## src/logic/mtmp_pkg.sv

```systemverilog
// Purpose: Shared constants for the nibble transmit and management port
// Assumes: One 100 MHz system clock; PHY clocks arrive as sampled inputs
// Notes:   Clause 22 frame figures are used by the management engine
`default_nettype none
package mtmp_pkg;

   // ----------------------------------------------------------------
   // Data path
   // ----------------------------------------------------------------
   localparam int         NIB_W         = 4;         // Transmit nibble width
   localparam logic [3:0] NIB_IDLE      = 4'h0;      // Nibble shown outside frames
   localparam logic       BIT_RST       = 1'b0;      // Reset level of single-bit flops

   // ----------------------------------------------------------------
   // Management frame layout
   // ----------------------------------------------------------------
   localparam logic [5:0] PRE_LEN       = 6'h20;     // Preamble ones before start
   localparam logic [4:0] OP_HI_BIT     = 5'h02;     // Bit index of opcode high bit
   localparam logic [4:0] OP_LO_BIT     = 5'h03;     // Bit index of opcode low bit
   localparam logic [4:0] TA_FIRST_BIT  = 5'h0E;     // First turnaround bit index
   localparam logic [4:0] FRAME_LAST    = 5'h1F;     // Last bit index of a frame
   localparam logic [1:0] OP_READ       = 2'h2;      // Read opcode

   // Transmit states, Gray along idle -> send -> idle
   typedef enum logic [0:0] {
      MTMP_IDLE = 1'b0,
      MTMP_SEND = 1'b1
   } mtmp_tx_state_t;

endpackage
`default_nettype wire

```

## src/logic/mtmp_mgmt_if.sv

```systemverilog
// Purpose: Carries software management pin requests to the engine
// Assumes: Single clock domain
// Notes:   Top drives the software side, engine answers
`timescale 1ns/1ps
`default_nettype none
interface mtmp_mgmt_if;
   logic sw_mdc;        // Software clock level
   logic sw_mdio;       // Software data bit
   logic sw_oe;         // Software wants to drive data
   logic pin_in;        // Data line as seen at the pin
   logic mdc;           // Registered clock to pin
   logic mdio;          // Registered data to pin
   logic mdio_oe;       // Registered drive enable
   logic rd_bit;        // Bit caught at last clock rise
   logic read_phase;    // PHY owns the line now

   modport host (output sw_mdc, sw_mdio, sw_oe, pin_in,
                 input  mdc, mdio, mdio_oe, rd_bit, read_phase);
   modport engine (input  sw_mdc, sw_mdio, sw_oe, pin_in,
                   output mdc, mdio, mdio_oe, rd_bit, read_phase);
endinterface
`default_nettype wire

```

## src/logic/mtmp_mgmt.sv

```systemverilog
// Purpose: Software paced management clock and data line engine
// Assumes: Software toggles the clock level slowly against clk_i
// Notes:   Follows the frame to release the line during read replies
`timescale 1ns/1ps
`default_nettype none
module mtmp_mgmt
   import mtmp_pkg::*;
(
   input  wire logic   clk_i,     // System clock
   input  wire logic   rst_i,     // Synchronous reset, high
   mtmp_mgmt_if.engine m          // Software and pin side
);

   typedef struct packed {
      logic       mdc_q;      // Last software clock level
      logic [5:0] pre_cnt;    // Preamble ones seen
      logic [4:0] bit_cnt;    // Bit index inside frame
      logic       in_frame;   // Frame under way
      logic [1:0] op;         // Captured opcode
      logic       rd;         // Captured data bit
      logic       mdc;        // Clock to pin
      logic       mdio;       // Data to pin
      logic       oe;         // Drive enable to pin
   } mtmp_mgmt_st_t;

   mtmp_mgmt_st_t st_ff;
   mtmp_mgmt_st_t nxt_st;
   logic          rise;
   logic          rd_ph;

   // ----------------------------------------------------------------
   // Frame tracking and pin drive
   // ----------------------------------------------------------------
   always_comb begin
      nxt_st = st_ff;
      rise   = m.sw_mdc & ~st_ff.mdc_q;
      nxt_st.mdc_q = m.sw_mdc;
      // Clock edges come only from software, no divider
      nxt_st.mdc = m.sw_mdc;                                 // RULE_08
      if (rise) begin
         nxt_st.rd = m.pin_in;                               // RULE_09
         if (!st_ff.in_frame) begin
            if (m.sw_oe && m.sw_mdio) begin
               if (st_ff.pre_cnt != PRE_LEN) begin
                  nxt_st.pre_cnt = st_ff.pre_cnt + 6'h01;
               end
            end else if (m.sw_oe && st_ff.pre_cnt == PRE_LEN) begin
               nxt_st.in_frame = 1'b1;
               nxt_st.bit_cnt  = 5'h01;
               nxt_st.pre_cnt  = 6'h00;
            end else begin
               nxt_st.pre_cnt = 6'h00;
            end
         end else begin
            if (st_ff.bit_cnt == OP_HI_BIT) begin
               nxt_st.op[1] = m.sw_mdio;
            end
            if (st_ff.bit_cnt == OP_LO_BIT) begin
               nxt_st.op[0] = m.sw_mdio;
            end
            if (st_ff.bit_cnt == FRAME_LAST) begin
               nxt_st.in_frame = 1'b0;
            end
            nxt_st.bit_cnt = st_ff.bit_cnt + 5'h01;
         end
      end
      // Hold off our drive once the PHY owns a read reply, even if
      // software forgets, so the line is never fought over
      rd_ph = nxt_st.in_frame && nxt_st.op == OP_READ
              && nxt_st.bit_cnt >= TA_FIRST_BIT;             // RULE_12
      nxt_st.mdio = m.sw_mdio;
      nxt_st.oe   = m.sw_oe & ~rd_ph;                        // RULE_12
   end

   always_ff @(posedge clk_i) begin
      if (rst_i) begin
         st_ff <= '0;
      end else begin
         st_ff <= nxt_st;
      end
   end

   // Registered answers
   assign m.mdc        = st_ff.mdc;
   assign m.mdio       = st_ff.mdio;
   assign m.mdio_oe    = st_ff.oe;
   assign m.rd_bit     = st_ff.rd;
   assign m.read_phase = st_ff.in_frame && st_ff.op == OP_READ
                         && st_ff.bit_cnt >= TA_FIRST_BIT;

endmodule
`default_nettype wire

```

## src/logic/mtmp_top.sv

```systemverilog
// Purpose: Nibble transmit path and management pins toward a PHY
// Assumes: PHY transmit clock is far slower than clk_i and sampled
// Notes:   Data launches after each sampled rise of the PHY clock
`timescale 1ns/1ps
`default_nettype none
//
// Contract
// RULE_01 - PHY supplies transmit clock, 25 or 2.5 MHz
// RULE_02 - One nibble per transmit clock while enabled
// RULE_03 - Nibble changes only with transmit clock
// RULE_04 - Enable spans first to last nibble, gapless
// RULE_05 - PHY samples enable and data together
// RULE_06 - Error flag on coding error or underrun
// RULE_07 - PHY aborts flagged frame with ABORT symbols
// RULE_08 - Management clock driven, software paced edges
// RULE_09 - Management data line carries PHY transfers
// RULE_10 - PHY raises carrier while medium busy
// RULE_11 - PHY raises collision when detected
// RULE_12 - Each side drives management line only owning
module mtmp_top
   import mtmp_pkg::*;
#(
   parameter int W = NIB_W                       // Nibble width
)(
   input  wire logic         clk_i,              // System clock, 100 MHz
   input  wire logic         rst_i,              // Synchronous reset, high
   input  wire logic         tx_valid_i,         // Source has a nibble
   input  wire logic [W-1:0] tx_data_i,          // Source nibble
   input  wire logic         tx_last_i,          // Nibble ends the frame
   input  wire logic         tx_code_err_i,      // Nibble carries coding error
   output logic              tx_ready_o,         // Nibble taken this cycle if tx_valid_i is high
   output logic              tx_underrun_o,      // Frame aborted for underrun
   input  wire logic         mii_tx_clk_i,       // Transmit clock from PHY
   output logic [W-1:0]      mii_txd_o,          // Transmit nibble
   output logic              mii_tx_en_o,        // Transmit enable
   output logic              tx_abort_flag_out,  // Transmit error to PHY
   input  wire logic         carrier_present_in, // Carrier sense from PHY
   input  wire logic         mii_col_i,          // Collision from PHY
   output logic              carrier_o,          // Registered carrier
   output logic              collision_o,        // Registered collision
   input  wire logic         sw_mdc_i,           // Software clock level
   input  wire logic         sw_mdio_i,          // Software data bit
   input  wire logic         sw_mdio_oe_i,       // Software drive request
   output logic              mii_mdc_o,          // Management clock pin
   input  wire logic         mii_mdio_i,         // Management data in
   output logic              mii_mdio_o,         // Management data out
   output logic              mii_mdio_oe_o,      // Management drive enable
   output logic              mdio_rd_bit_o,      // Bit caught at clock rise
   output logic              mdio_read_phase_o   // PHY owns the line
);

   typedef struct packed {
      logic           tck;      // Sampled PHY clock
      logic           tck_d;    // Previous sample
      mtmp_tx_state_t state;    // Transmit state
      logic [W-1:0]   txd;      // Nibble on pins
      logic           en;       // Enable on pins
      logic           er;       // Error on pins
      logic           urun;     // Underrun seen
      logic           crs;      // Carrier copy
      logic           col;      // Collision copy
   } mtmp_st_t;

   mtmp_st_t st_ff;
   mtmp_st_t nxt_st;
   logic     tck_rise;
   logic     take;

   mtmp_mgmt_if mif ();

   // ----------------------------------------------------------------
   // Management engine
   // ----------------------------------------------------------------
   assign mif.sw_mdc  = sw_mdc_i;
   assign mif.sw_mdio = sw_mdio_i;
   assign mif.sw_oe   = sw_mdio_oe_i;
   assign mif.pin_in  = mii_mdio_i;

   mtmp_mgmt u_mgmt (
      .clk_i (clk_i),
      .rst_i (rst_i),
      .m     (mif.engine)
   );

   assign mii_mdc_o         = mif.mdc;
   assign mii_mdio_o        = mif.mdio;
   assign mii_mdio_oe_o     = mif.mdio_oe;
   assign mdio_rd_bit_o     = mif.rd_bit;
   assign mdio_read_phase_o = mif.read_phase;

   // ----------------------------------------------------------------
   // Transmit path
   // ----------------------------------------------------------------
   // The PHY clock is only sampled; a rise seen here paces each nibble
   assign tck_rise   = st_ff.tck & ~st_ff.tck_d;             // RULE_01
   assign take       = tck_rise & tx_valid_i;
   assign tx_ready_o = tck_rise;                             // RULE_03

   always_comb begin
      nxt_st       = st_ff;
      nxt_st.tck   = mii_tx_clk_i;
      nxt_st.tck_d = st_ff.tck;
      nxt_st.crs   = carrier_present_in;                     // RULE_10
      nxt_st.col   = mii_col_i;                              // RULE_11
      if (tck_rise) begin
         nxt_st.urun = 1'b0;
         case (st_ff.state)
            MTMP_IDLE: begin
               // First taken nibble raises enable with it
               nxt_st.txd = take ? tx_data_i : W'(NIB_IDLE); // RULE_02
               nxt_st.en  = take;                            // RULE_04
               nxt_st.er  = take & tx_code_err_i;            // RULE_06
               if (take && !tx_last_i) begin
                  nxt_st.state = MTMP_SEND;
               end
            end
            MTMP_SEND: begin
               nxt_st.en = 1'b1;                             // RULE_04
               if (take) begin
                  nxt_st.txd = tx_data_i;                    // RULE_02
                  nxt_st.er  = tx_code_err_i;                // RULE_06
                  if (tx_last_i) begin
                     nxt_st.state = MTMP_IDLE;
                  end
               end else begin
                  // Source ran dry: flag one nibble, then end the frame
                  nxt_st.txd   = W'(NIB_IDLE);
                  nxt_st.er    = 1'b1;                       // RULE_06
                  nxt_st.urun  = 1'b1;
                  nxt_st.state = MTMP_IDLE;
               end
            end
            default: begin
               nxt_st.state = MTMP_IDLE;
               nxt_st.en    = 1'b0;
               nxt_st.er    = 1'b0;
            end
         endcase
      end
   end

   always_ff @(posedge clk_i) begin
      if (rst_i) begin
         st_ff <= '0;
      end else begin
         st_ff <= nxt_st;
      end
   end

   // Enable and data leave the same flops so the PHY sees them together
   assign mii_txd_o         = st_ff.txd;                     // RULE_05
   assign mii_tx_en_o       = st_ff.en;
   assign tx_abort_flag_out = st_ff.er & st_ff.en;           // RULE_06
   assign tx_underrun_o     = st_ff.urun;
   assign carrier_o         = st_ff.crs;
   assign collision_o       = st_ff.col;

endmodule
`default_nettype wire
```

## config.mk

```make
export PLATFORM = sky130hd
export DESIGN_NAME = mtmp_top
export DESIGN_NICKNAME = d
export VERILOG_FILES = /design/src/logic/mtmp_pkg.sv /design/src/logic/mtmp_mgmt_if.sv /design/src/logic/mtmp_mgmt.sv /design/src/logic/mtmp_top.sv
export SDC_FILE = /design/constraint.sdc
export NUM_CORES = 1
export LEC_CHECK = 0
export ABC_AREA = 1
export BUFFER_PORTS_ARGS = -buffer_cell sky130_fd_sc_hd__buf_2
export CAP_MARGIN = 20
export CORE_AREA = 2 2 68 54
export CTS_CLUSTER_SIZE = 10
export DETAILED_ROUTE_END_ITERATION = 8
export DIE_AREA = 0 0 70 56
export HOLD_SLACK_MARGIN = 0.03
export PLACE_DENSITY_LB_ADDON = 0.3
export SLEW_MARGIN = 10
export SYNTH_ARGS = -nofsm -noshare
export SYNTH_HDL_FRONTEND = slang
export SYNTH_SLANG_ARGS = --single-unit
```

## constraint.sdc

```tcl
create_clock -name clk_i -period 1.4 [get_ports clk_i]
set_clock_uncertainty 0.15 [all_clocks]
set_input_delay 0.14 -clock clk_i [delete_from_list [all_inputs] [get_ports clk_i]]
set_output_delay 0.14 -clock clk_i [all_outputs]
set_load 0.01 [all_outputs]
```

== Word level (Yosys, flattened, before mapping) ==
Cells that the tools add are included.
Widths: inputs -> output; s select.
Word-level totals
  register bits: 30
  input bits: 16
  output and inout port bits: 15
  word-level logic and storage cells: 67
Operators by class
  $add $sub $neg: 2
  order comparisons: 2
  equality and inequality tests: 8
  muxes and demuxes: 18
  bitwise operators: 11
  reduce and logical (&&, ||, !) cells: 9
Operators with widths (count)
  $mux 6: 5
  $pmux 7 s2: 1
  $eq 5x2->1 const B: 2
  $ge 5x4->1 const B: 2
  $mux 9: 1
  $mux 1: 8
  $logic_and 1x1->1: 7
  $add 6x1->6 const B: 1
  $and 1x1->1: 6
  $eq 6x6->1 const B: 1
  $ne 6x6->1 const B: 1
  $add 5x1->5 const B: 1
  $eq 5x5->1 const B: 1
  $mux 5: 1
  $not 1->1: 5
  $eq 2x2->1 const B: 2
  $mux 4: 1
  $reduce_and 3->1: 1
  $mux 2: 1
  $ne 2x2->1 const B: 1
  $logic_not 1->1: 1

== Longest topological paths before layout ==
Gate-level depths: netlist (run 1).
  depth in word-level cells: 11
  gate-level depth with buffers: 11
  mapped depth without buffers: 11

== Hierarchy ==
A second synthesis (run 1) with hierarchy kept.
Unflattened totals
  cells, all modules: 206
  area total of the unflattened synthesis: 1493.9 um^2
By module, submodules not included
  mtmp_mgmt: instances 1, cells each 144, area an instance 1006.0 um^2, sequential area each 360.3 um^2
  mtmp_top: instances 1, cells each 62, area an instance 488.0 um^2, sequential area each 240.2 um^2

== Worst setup path after synthesis (run 1) ==
OpenSTA, ideal clock, no wires.
  path kind: register to output
  start: reg u_mgmt.st_ff[8] (netlist name)
  end: out mdio_read_phase_o
  arrival: 1251 ps
  required time: 1110 ps
  slack: -141 ps
  cell stages (with the launch flop): 4
  buffers on the path: 0
  path through: dfxtp_1 -> ha_1 -> o21bai_1 -> a2111oi_0
On the way
  word-level cells in the longest chain between the ends: 2
Ends and longest elaborated chain
  from (decl): RTL line mtmp_mgmt.sv:26  | mtmp_mgmt_st_t st_ff;
  from (signal assigned): RTL line mtmp_mgmt.sv:79  | st_ff <= nxt_st;
  $ge 5x4->1: RTL line mtmp_mgmt.sv:89  | && st_ff.bit_cnt >= TA_FIRST_BIT;
  $logic_and 1x1->1: RTL line mtmp_mgmt.sv:89
  to (decl): RTL line mtmp_top.sv:49  | output logic mdio_read_phase_o
Every way passes these cells.

== Worst setup path after layout (run 1) ==
Same ends and word-level chain as after synthesis.

==> results of run 1 <==
==> kinds of logic (layout without fill, tap and decap cells) <==
kind of cell	Yosys count	count (layout)	share of synthesized area
AO/OA/AOI/OAI	29	29	0.123
AND/OR/NAND/NOR	92	92	0.281
XOR/XNOR	1	1	0.00623
flip-flops	30	30	0.427
buffers and inverters	40	119	0.118
adder cells (fa/ha/maj)	5	5	0.0445
==> per-layer routing <==
layer,vias up,GRT usage
li1,765,-
met1,694,0.230
met2,43,0.347
met3,12,0.0417
met4,0,0.107
met5,-,0
==> cell type report <==
| class | instances | area, sq um |
|---|---|---|
| clock buffer | 7 | 108 |
| clock inverter | 1 | 30.0 |
| fill | 216 | 815 |
| inverter | 33 | 126 |
| multi-input combinational | 127 | 886 |
| sequential | 30 | 616 |
| tap | 40 | 50.0 |
| timing repair buffer | 78 | 568 |
==> cell usage in the layout, fill, tap and decap left out, types with 2 or more instances in the layout <==
master / instances
sky130_fd_sc_hd__nand2_4: 2
sky130_fd_sc_hd__nor2_1: 21
sky130_fd_sc_hd__dfxtp_1: 22
sky130_fd_sc_hd__dfxtp_4: 2
sky130_fd_sc_hd__buf_2: 30
sky130_fd_sc_hd__dfxtp_2: 6
sky130_fd_sc_hd__buf_4: 29
sky130_fd_sc_hd__nor3_4: 2
sky130_fd_sc_hd__a211oi_2: 2
sky130_fd_sc_hd__ha_4: 3
sky130_fd_sc_hd__nand3_4: 2
sky130_fd_sc_hd__clkbuf_8: 6
sky130_fd_sc_hd__buf_6: 8
sky130_fd_sc_hd__dlygate4sd3_1: 11
sky130_fd_sc_hd__ha_1: 2
sky130_fd_sc_hd__inv_2: 7
sky130_fd_sc_hd__nor2_4: 5
sky130_fd_sc_hd__inv_1: 25
sky130_fd_sc_hd__nor2_2: 8
sky130_fd_sc_hd__nand3_1: 5
sky130_fd_sc_hd__a21oi_1: 9
sky130_fd_sc_hd__a31oi_1: 2
sky130_fd_sc_hd__nand2_1: 37
sky130_fd_sc_hd__o21ai_2: 2
sky130_fd_sc_hd__a21oi_2: 7
sky130_fd_sc_hd__nand3_2: 2
sky130_fd_sc_hd__nand2_2: 5
==> power groups by stage <==
stage,Sequential (mW),Clock [mW],Combinational [mW]
after floorplan,0.908,0,0.0875
after global placement,0.903,0,0.161
after detailed placement,0.903,0,0.164
after CTS,0.884,1.04,0.211
after global routing,0.887,1.08,0.258
final,0.885,1.03,0.239
==> worst register-to-register path: cells and delay by family (launching register included) <==
| family | cells | cell delay (ps) |
|---|---|---|
| flip-flops | 1 | 360 |
| buffers and inverters | 3 | 210 |
| adder cells (fa/ha/maj) | 2 | 410 |
| AND/OR/NAND/NOR | 3 | 170 |
| AO/OA/AOI/OAI | 2 | 320 |
==> registers in the layout (all words and copies together) (netlist names) <==
register,cells
u_mgmt.m.mdio,1
u_mgmt.st_ff,15
mii_tx_en_o,1
collision_o,1
u_mgmt.m.rd_bit,1
carrier_o,1
nxt_st,1
st_ff,3
u_mgmt.m.mdio_oe,1
mii_txd_o,4
tx_underrun_o,1
==> through the flow <==
step                cells  setup TNS [ps]   util
finish                316           -1840  0.745
floorplan             197            -171      -
CTS                   312           -1510  0.687
detailed placement    287           -1030  0.566
global placement      287            -820  0.566
global route          316           -2960  0.745
==> worst paths after layout <==
| kind | cells past startpoint | slack, ps | start | endpoint |
|---|---|---|---|---|
| max reg2reg | 10 | -280 | u_mgmt.st_ff[7] | u_mgmt.m.mdio_oe |
| max | 5 | -300 | u_mgmt.st_ff[8] | mdio_read_phase_o |
| min reg2reg | 2 | 310 | nxt_st[10] | st_ff[10] |
| min | 4 | 70 | sw_mdio_oe_i | u_mgmt.m.mdio_oe |
==> repair_timing <==
action                     CTS  global route
hold buffers                11             0
hold endpoints to repair    11             0
pin swaps                   15            22
setup endpoints to repair   14            17
resized for setup           24            42
buffers inserted             6             5
==> flow_metrics.py, run 1 <==
metrics = {
    "clock_tree": {
        "clock_insertion_delay_worst_skew_ps": 280,
        "cts.reportedPaths.clkPinSlew_ps": 70,
        "clock_sink_count": 30,
        "h-tree-depth": 2,
        "cts_root_buf": "sky130_fd_sc_hd__clkbuf_8",
        "tritoncts": "built",
        "cts_max_path_buffers": 2,
        "tritoncts.num_buffers": 5,
    },
    "routing": {
        "detailedRoute.firstIterationViolations": 60,
        "antenna_left": 0,
        "drc": 0,
        "top_layer": "met4",
        "drt-total-wl_um": 4060,
        "wl_met2_um": 2060,
        "wl_met1_um": 1710,
        "met3RoutedLength_um": 202,
        "drt-vias-per-instance": 4.79,
        "route.vias.total": 1514,
        "routedWlPerCell_um": 12.9,
        "firstDrtPassIters": 4,
    },
    "logic_synthesis": {
        "post_synth_main_area_contributors": "sky130_fd_sc_hd__dfxtp_1, sky130_fd_sc_hd__nand2_1, sky130_fd_sc_hd__nor2_1",
        "ys.warnings.count": 0,
        "asyncSetResetFlopFracSynth": 0,
        "synth-edff-count": 0,
        "netlist_top_cells_count": "sky130_fd_sc_hd__nand2_1, sky130_fd_sc_hd__nor2_1, sky130_fd_sc_hd__inv_1, sky130_fd_sc_hd__dfxtp_1, sky130_fd_sc_hd__a21oi_1",
        "netlist_instances": 197,
        "netlist_area_sq_mm": 0.00141,
        "ys_ff_latch": 30,
        "synth_fp_nets": 218,
        "leading_register_cell_type_out_of_synthesis": "sky130_fd_sc_hd__dfxtp_1",
        "syn_area_per_cell_sq_um": 7.13,
        "synth.yosys.seq_area_share": 0.427,
        "synth_most_common_cell": "sky130_fd_sc_hd__nand2_1",
        "netlist.area_leader.share": 0.427,
        "synth_top_area_cell": "sky130_fd_sc_hd__dfxtp_1",
        "synth_cell_types": 26,
    },
    "floorplanning": {
        "boundaryPins": 31,
        "core.rowCount": 18,
        "dieHeight_um": 56,
        "fp.dieW_um": 70,
        "initial_utilization": 0.439,
        "die_area_sq_mm": 0.00392,
        "core_region_area_sq_mm": 0.00320,
    },
    "power_and_ir_drop": {
        "report.power.total_mw": 2.15,
        "comb_power_share": 0.111,
        "p_int_mw": 1.68,
        "power.share.sequential": 0.412,
        "power_frac_clock": 0.477,
        "switching_share": 0.220,
        "peakVddDrop_mv": 0.868,
        "pleak_nw": 1.07,
        "p_sw_uw": 474,
        "power_density_mw_per_mm2": 902,
    },
    "sta": {
        "fmax_mhz": 588,
        "timing.hold.ws_ps": 65.2,
        "worst_slew_margin_rel": 0.732,
        "transition_time_of_the_tightest_slew_check_pin_ps": 400,
        "slew_viol_final": 0,
        "timing.final.crit_period_ps": 1700,
        "grt_setup_unrepaired": "yes",
        "timing.final.ws_setup_ps": -302,
        "total_of_endpoints_with_negative_setup_slack_in_the_final_report": 14,
        "finalHoldViolations": 0,
        "final.period_utilization": 1.22,
    },
    "grt": {
        "antenna_found_initial": 0,
        "global_route.usage.total": 0.200,
        "first_global_vias": 1411,
        "grt_remaining_overflow": 0,
        "wire_length_of_the_first_global_routing_pass_um": 6100,
        "pin_count_of_the_biggest_net_entering_global_routing": 16,
    },
    "worst_setup_path": {
        "critical_path_buffers_and_inverters": 2,
        "critical_path_peak_fanout": 2,
        "crit_path_start_kind": "flip-flop",
        "worst_ep_required_time_ps": 1110,
        "crit_path_cell_trace": "buf_4 -> ha_4 -> o21bai_4 -> a2111oi_4 -> buf_2",
        "timing.critical_path.slowest_stage_cell": "sky130_fd_sc_hd__dfxtp_4",
        "worst_ep_arrival_time_ps": 1410,
        "crit_path_max_incr_delay_ps": 350,
        "type_of_the_worst_setup_path": "flip-flop to primary output",
        "endpoint_kind": "primary output",
        "critical_path.top_delay_family": "flip-flops",
    },
    "job": {
        "cap_violations": 0,
    },
    "placed_design": {
        "routabilityCongestion": 0.831,
        "post_place_cell_area_sq_mm": 0.00181,
        "port_buffers": 30,
        "dp_hpwl_um": 2400,
        "detailedPlace.worstSlack_ps": -161,
    },
    "layout": {
        "post_route_cells_drive_above_1_share": 0.500,
        "final_design_area_no_fill_sq_mm": 0.00238,
        "antennaDiodeCount": 0,
        "finalNetCount": 296,
        "layout-area-overhead-vs-synth_pct": 69.6,
    },
    "run_status": {
        "run_status": "finished, violations left",
        "failing_checks": "negative setup slack",
    },
    "worst_hold_path": {
        "worst_hold_path_type": "input port to flip-flop",
    },
}
Power figures use the tool's default switching activity.
==> run 2, diff against run 1 <==
--- a/config.mk
+++ b/config.mk
@@ -8,10 +8,10 @@
 export ABC_AREA = 1
 export BUFFER_PORTS_ARGS = -buffer_cell sky130_fd_sc_hd__buf_2
 export CAP_MARGIN = 20
-export CORE_AREA = 2 2 68 54
+export CORE_AREA = 2 2 67 53
 export CTS_CLUSTER_SIZE = 10
 export DETAILED_ROUTE_END_ITERATION = 8
-export DIE_AREA = 0 0 70 56
+export DIE_AREA = 0 0 69 55
 export HOLD_SLACK_MARGIN = 0.03
 export PLACE_DENSITY_LB_ADDON = 0.3
 export SLEW_MARGIN = 10
==> flow_metrics.py, run 2 (same netlist as run 1, synthesis figures left out) <==
metrics = {
    "layout": {
        "multi_input_area_sq_um": 882,
        "largest_register_ffs": 15,
        "fillers": 225,
        "most_flops_register": "u_mgmt.st_ff",
        "finalNetCount": 305,
        "post_route_core_utilization": 0.756,
        "final_design_area_no_fill_sq_mm": 0.00238,
        "layout-area-overhead-vs-synth_pct": 69.7,
        "most-common-layout-cells": "sky130_fd_sc_hd__buf_4, sky130_fd_sc_hd__nand2_1, sky130_fd_sc_hd__buf_2",
        "seqCellArea_sq_um": 616,
        "commonest_non_fill_non_tap_cell_in_the_layout": "sky130_fd_sc_hd__buf_4",
        "post_route_cells_drive_above_1_share": 0.496,
        "antennaDiodeCount": 0,
    },
    "placed_design": {
        "post_place_cell_area_sq_mm": 0.00186,
        "routabilityCongestion": 0.902,
        "detailedPlace.worstSlack_ps": -181,
        "dp_hpwl_um": 2420,
        "port_buffers": 30,
    },
    "sta": {
        "transition_time_of_the_tightest_slew_check_pin_ps": 370,
        "total_of_endpoints_with_negative_setup_slack_in_the_final_report": 15,
        "slew_viol_final": 0,
        "timing.final.crit_period_ps": 1700,
        "fmax_mhz": 587,
        "worst_slew_margin_rel": 0.752,
        "timing.final.ws_setup_ps": -302,
        "grt_setup_unrepaired": "yes",
        "final_total_negative_setup_slack_ps": -2100,
        "finalHoldViolations": 0,
        "final.period_utilization": 1.22,
    },
    "routing": {
        "detailedRoute.firstIterationViolations": 64,
        "firstDrtPassIters": 4,
        "antenna_left": 0,
        "route.vias.total": 1545,
        "drc": 0,
        "routedWlPerCell_um": 12.7,
        "drt-total-wl_um": 4130,
        "drt-vias-per-instance": 4.77,
    },
    "worst_setup_path": {
        "crit_path_start_kind": "flip-flop",
        "worst_ep_arrival_time_ps": 1770,
        "timing.critical_path.slowest_stage_cell": "sky130_fd_sc_hd__dfxtp_2",
        "critical_path_peak_fanout": 3,
        "crit-reg2reg-launch": "u_mgmt.st_ff[13]",
        "crit_path_start": "u_mgmt.st_ff[13]",
        "critical_path.top_delay_family": "simple AND/OR/NAND/NOR gates",
        "critical_path_buffers_and_inverters": 2,
        "crit_path_cell_trace": "inv_2 -> ha_4 -> nand3_2 -> nor2_4 -> buf_6 -> nand3_1 -> a31oi_2 -> nand2_1 -> a21oi_1",
        "crit_path_max_incr_delay_ps": 330,
        "worst-path-stages": 9,
        "type_of_the_worst_setup_path": "flip-flop to flip-flop",
        "endpoint_kind": "flip-flop",
        "rr_worst_depth": 9,
        "worst_ep_required_time_ps": 1470,
    },
    "floorplanning": {
        "initial_utilization": 0.446,
        "core.rowCount": 18,
        "boundaryPins": 31,
        "core_region_area_sq_mm": 0.00315,
        "die_area_sq_mm": 0.00380,
        "dieHeight_um": 55,
        "fp.dieW_um": 69,
    },
    "job": {
        "cap_violations": 0,
    },
    "clock_tree": {
        "cts_max_path_buffers": 2,
        "tritoncts": "built",
        "clock_sink_count": 30,
        "cts_root_buf": "sky130_fd_sc_hd__clkbuf_8",
        "h-tree-depth": 2,
        "tritoncts.num_buffers": 5,
        "cts.reportedPaths.clkPinSlew_ps": 60,
        "clock_insertion_delay_worst_skew_ps": 280,
    },
    "grt": {
        "pin_count_of_the_biggest_net_entering_global_routing": 17,
        "antenna_found_initial": 0,
        "first_global_vias": 1414,
        "wire_length_of_the_first_global_routing_pass_um": 5980,
        "grt_remaining_overflow": 0,
        "global_route.usage.total": 0.206,
    },
    "run_status": {
        "run_status": "finished, violations left",
        "failing_checks": "negative setup slack",
    },
    "power_and_ir_drop": {
        "power_density_mw_per_mm2": 744,
        "peakVddDrop_mv": 0.520,
        "pleak_nw": 1.08,
    },
    "worst_hold_path": {
        "worst_hold_path_type": "input port to flip-flop",
        "hold_crit_depth": 4,
        "holdCritStartpoint": "sw_mdio_oe_i",
    },
}
==> run 2: cell types whose count changed in the layout (fill, tap and decap cells not counted), sizes merged <==
cell         previous run  this run
bufinv                  1         0
buf                    67        75
clkinv                  0         2
dlygate4sd3            11        12
clkbuf                  7         5
==> run 2: layer usage <==
layer	vias to the layer above	GRT usage	share of wire
met2	46	0.393	0.50
li1	782	-	-
met4	0	0.0719	0.022
met1	706	0.226	0.43
met3	11	0.0616	0.043
met5	-	0	0
==> run 2: final timing paths <==
kind	end	slack, ps
min reg2reg	st_ff[10]	310
min	u_mgmt.m.mdio_oe	60
max reg2reg	u_mgmt.m.mdio_oe	-300
max	u_mgmt.m.mdio_oe	-300
==> run 2: per-stage QoR <==
step	hold WS, ps	total power, mW	cells
2_1_floorplan	97.0	0.995	197
3_3_place_gp	188	1.07	293
3_5_place_dp	197	1.08	293
4_1_cts	47.9	1.76	321
5_1_grt	61.5	1.85	324
6_report	60.9	1.77	324
==> run 2: worst reg2reg max path, delay by kind of cell, from the launching register on <==
family                   cells  cell delay (ps)
buffers and inverters        2              210
adder cells (fa/ha/maj)      1              130
AND/OR/NAND/NOR              4              480
AO/OA/AOI/OAI                2              340
flip-flops                   1              330
==> run 2: cell type report <==
class	instances	area share
clock buffer	5	0.0289
tap	40	0.0210
sequential	30	0.258
inverter	33	0.0519
clock inverter	2	0.00420
timing repair buffer	87	0.266
multi-input combinational	127	0.370
==> run 2: timing repair <==
| item | 4_1_cts | 5_1_grt |
|---|---|---|
| pin swaps | 8 | 15 |
| hold endpoints to repair | 12 | 0 |
| setup buffers | 9 | 4 |
| endpoints found under the setup margin | 14 | 18 |
| hold buffers | 12 | 0 |
| resized for setup | 23 | 38 |
==> run 2: power breakdown <==
part | internal (mW) | total, mW | switching [mW]
Sequential | 0.874 | 0.884 | 0.0103
Clock | 0.333 | 0.651 | 0.319
Combinational | 0.118 | 0.239 | 0.121
Total | 1.32 | 1.77 | 0.450
==> run 3, diff against run 2 <==
--- a/config.mk
+++ b/config.mk
@@ -5,13 +5,12 @@
 export SDC_FILE = /design/constraint.sdc
 export NUM_CORES = 1
 export LEC_CHECK = 0
-export ABC_AREA = 1
 export BUFFER_PORTS_ARGS = -buffer_cell sky130_fd_sc_hd__buf_2
 export CAP_MARGIN = 20
-export CORE_AREA = 2 2 67 53
+export CORE_AREA = 2 2 66 53
 export CTS_CLUSTER_SIZE = 10
 export DETAILED_ROUTE_END_ITERATION = 8
-export DIE_AREA = 0 0 69 55
+export DIE_AREA = 0 0 68 55
 export HOLD_SLACK_MARGIN = 0.03
 export PLACE_DENSITY_LB_ADDON = 0.3
 export SLEW_MARGIN = 10
==> flow_metrics.py, run 3 <==
metrics = {
    "routing": {
        "drc": 0,
        "drt-total-wl_um": 4350,
        "routedWlPerCell_um": 15.3,
        "drt-vias-per-instance": 5.32,
        "antenna_left": 0,
        "route.vias.total": 1512,
        "firstDrtPassIters": 4,
        "detailedRoute.firstIterationViolations": 85,
    },
    "sta": {
        "final.period_utilization": 1.40,
        "final_total_negative_setup_slack_ps": -4050,
        "timing.final.crit_period_ps": 1960,
        "transition_time_of_the_tightest_slew_check_pin_ps": 409,
        "worst_slew_margin_rel": 0.727,
        "slew_viol_final": 0,
        "grt_setup_unrepaired": "yes",
        "fmax_mhz": 509,
        "finalHoldViolations": 0,
        "timing.final.ws_setup_ps": -565,
        "total_of_endpoints_with_negative_setup_slack_in_the_final_report": 16,
    },
    "grt": {
        "pin_count_of_the_biggest_net_entering_global_routing": 23,
        "grt_remaining_overflow": 0,
        "first_global_vias": 1435,
        "global_route.usage.total": 0.250,
        "wire_length_of_the_first_global_routing_pass_um": 6740,
        "antenna_found_initial": 0,
    },
    "logic_synthesis": {
        "synth_compound_gate_area_share": 0.128,
        "ys.warnings.count": 0,
        "post_synth_and_or_nand_nor_area_fraction": 0.304,
        "synthAdderAreaFrac": 0.0440,
        "netlist_instances": 164,
        "netlist_top_cells_count": "sky130_fd_sc_hd__dfxtp_1, sky130_fd_sc_hd__nand2_1, sky130_fd_sc_hd__nor2_1, sky130_fd_sc_hd__a21oi_1, sky130_fd_sc_hd__nor2b_1",
        "synth-edff-count": 0,
        "synth.mux.area_fraction": 0.0281,
        "synth_cell_types": 46,
        "synth_top_area_cell": "sky130_fd_sc_hd__dfxtp_1",
        "syn_area_per_cell_sq_um": 8.67,
        "synth.yosys.seq_area_share": 0.422,
        "asyncSetResetFlopFracSynth": 0,
        "synth_top_family_by_area": "simple AND/OR/NAND/NOR gates",
        "netlist_area_sq_mm": 0.00142,
        "leading_register_cell_type_out_of_synthesis": "sky130_fd_sc_hd__dfxtp_1",
        "synth_fp_nets": 185,
        "synth_most_common_cell": "sky130_fd_sc_hd__dfxtp_1",
        "netlist.area_leader.share": 0.422,
        "post_synth_main_area_contributors": "sky130_fd_sc_hd__dfxtp_1, sky130_fd_sc_hd__ha_1, sky130_fd_sc_hd__nor2b_1",
        "ys_ff_latch": 30,
        "post_synth_xor_area_fraction": 0.0246,
    },
    "clock_tree": {
        "cts_max_path_buffers": 2,
        "cts_root_buf": "sky130_fd_sc_hd__clkbuf_8",
        "cts.reportedPaths.clkPinSlew_ps": 70,
        "tritoncts": "built",
        "clock_insertion_delay_worst_skew_ps": 280,
        "tritoncts.num_buffers": 5,
        "clock_sink_count": 30,
        "h-tree-depth": 2,
    },
    "layout": {
        "post_route_cells_drive_above_1_share": 0.488,
        "finalNetCount": 264,
        "fillers": 218,
        "most-common-layout-cells": "sky130_fd_sc_hd__buf_4, sky130_fd_sc_hd__buf_2, sky130_fd_sc_hd__dfxtp_1",
        "most_flops_register": "u_mgmt.st_ff",
        "layoutNonFillerInstCount": 284,
        "largest_register_ffs": 15,
        "layout-area-overhead-vs-synth_pct": 63.3,
        "commonest_non_fill_non_tap_cell_in_the_layout": "sky130_fd_sc_hd__buf_4",
        "antennaDiodeCount": 0,
    },
    "job": {
        "cap_violations": 0,
    },
    "placed_design": {
        "routabilityCongestion": 0.833,
        "dp_hpwl_um": 2700,
        "dp_cells": 257,
        "detailedPlace.worstSlack_ps": -577,
        "port_buffers": 30,
    },
    "worst_setup_path": {
        "critical_path_buffers_and_inverters": 1,
        "worst_ep_arrival_time_ps": 2030,
        "worst_ep_required_time_ps": 1460,
        "crit-reg2reg-launch": "u_mgmt.st_ff[12]",
        "rr_worst_depth": 7,
        "r2r_end": "u_mgmt.m.mdio_oe",
        "timing.critical_path.slowest_stage_cell": "sky130_fd_sc_hd__or4b_4",
        "worst-path-stages": 7,
        "crit_path_max_incr_delay_ps": 470,
        "worst-r2r-setup-slack_ps": -560,
        "crit_path_cell_trace": "inv_2 -> ha_4 -> or4b_4 -> o311ai_4 -> a32oi_1 -> a211o_1 -> a21oi_2",
        "crit_path_start_kind": "flip-flop",
        "timing.critical_path.to": "u_mgmt.m.mdio_oe",
        "type_of_the_worst_setup_path": "flip-flop to flip-flop",
        "crit_path_start": "u_mgmt.st_ff[12]",
        "critical_path.top_delay_family": "compound AO/OA/AOI/OAI gates",
        "endpoint_kind": "flip-flop",
        "critical_path_peak_fanout": 2,
    },
    "floorplanning": {
        "initial_utilization": 0.458,
        "fp.dieW_um": 68,
        "core.rowCount": 18,
        "core_region_area_sq_mm": 0.00311,
        "die_area_sq_mm": 0.00374,
        "dieHeight_um": 55,
        "boundaryPins": 31,
    },
    "power_and_ir_drop": {
        "pleak_nw": 0.984,
        "power_density_mw_per_mm2": 821,
        "peakVddDrop_mv": 0.665,
    },
    "worst_hold_path": {
        "worst_hold_path_type": "input port to flip-flop",
        "hold_crit_depth": 3,
    },
    "run_status": {
        "run_status": "finished, violations left",
        "failing_checks": "negative setup slack",
    },
}
==> run 3: cell types whose count changed in the layout (fill, tap and decap cells not counted), moves of 4 or more <==
cell                       change
sky130_fd_sc_hd__nand2b_1      +4
sky130_fd_sc_hd__mux2i_1       +4
sky130_fd_sc_hd__nand2_1      -23
sky130_fd_sc_hd__nor2_2        -4
sky130_fd_sc_hd__inv_1        -27
sky130_fd_sc_hd__nor2b_1      +10
sky130_fd_sc_hd__nor2_4        -6
sky130_fd_sc_hd__nor2_1        -9
==> run 3: how the worst min path moves through the flow <==
stage                             startpoint      endpoint  slack, ps
final                             tx_valid_i  mii_txd_o[1]         60
after global placement    carrier_present_in     carrier_o        200
after detailed placement        mii_tx_clk_i    nxt_st[10]        210
after CTS                         tx_valid_i  mii_txd_o[1]         50
after global routing              tx_valid_i  mii_txd_o[1]         50
after floorplan           carrier_present_in     carrier_o        120
==> run 3: area by class of cell <==
| class | count | area [sq um] | area share |
|---|---|---|---|
| inverter | 4 | 15.0 | 0.00646 |
| timing repair buffer | 82 | 593 | 0.255 |
| multi-input combinational | 120 | 943 | 0.406 |
| tap | 40 | 50.0 | 0.0215 |
| clock buffer | 8 | 110 | 0.0474 |
| sequential | 30 | 612 | 0.263 |
==> run 3: per-layer routing <==
metal / routed length, um / GRT usage / up-vias
met2: 2190 / 0.440 / 59
li1: - / - / 726
met4: 95 / 0.0933 / 0
met1: 1800 / 0.292 / 715
met5: 0 / 0 / -
met3: 268 / 0.0688 / 12
==> run 3: worst reg2reg max path, delay by kind of cell (launching register included) <==
family	cells	cell delay, ps
compound gates	4	780
fa+ha+maj	1	120
buf+inv	1	60
flops	1	320
simple gates	1	470
==> run 3: logic make-up after synthesis <==
logic type | Yosys count
mux | 4
compound gates | 28
buf+inv | 14
xor+xnor | 4
flops | 30
simple gates | 79
fa+ha+maj | 5
==> run 3: what timing repair did <==
| action | 4_1_cts | 5_1_grt |
|---|---|---|
| hold buffers | 10 | 0 |
| buffers inserted | 7 | 3 |
| endpoints found under the setup margin | 17 | 23 |
| resized for setup | 17 | 13 |
| endpoints found under the hold margin | 10 | 0 |
| pin swaps | 10 | 14 |
==> run 3: stage by stage <==
stage / instance area, sq um / util / hold slack, ps / power (mW)
4_1_cts: 2260 / 0.729 / 47.8 / 1.91
6_report: 2320 / 0.748 / 55.3 / 1.91
3_5_place_dp: 1910 / 0.614 / 206 / 1.06
2_1_floorplan: 1520 / - / 118 / 0.986
3_3_place_gp: 1910 / 0.614 / 196 / 1.05
5_1_grt: 2320 / 0.748 / 50.6 / 1.98
==> run 3: power breakdown <==
part           total, mW  internal (mW)  switching [mW]
logic              0.204          0.104          0.0998
registers          0.884          0.872          0.0127
clock network      0.819          0.496           0.323
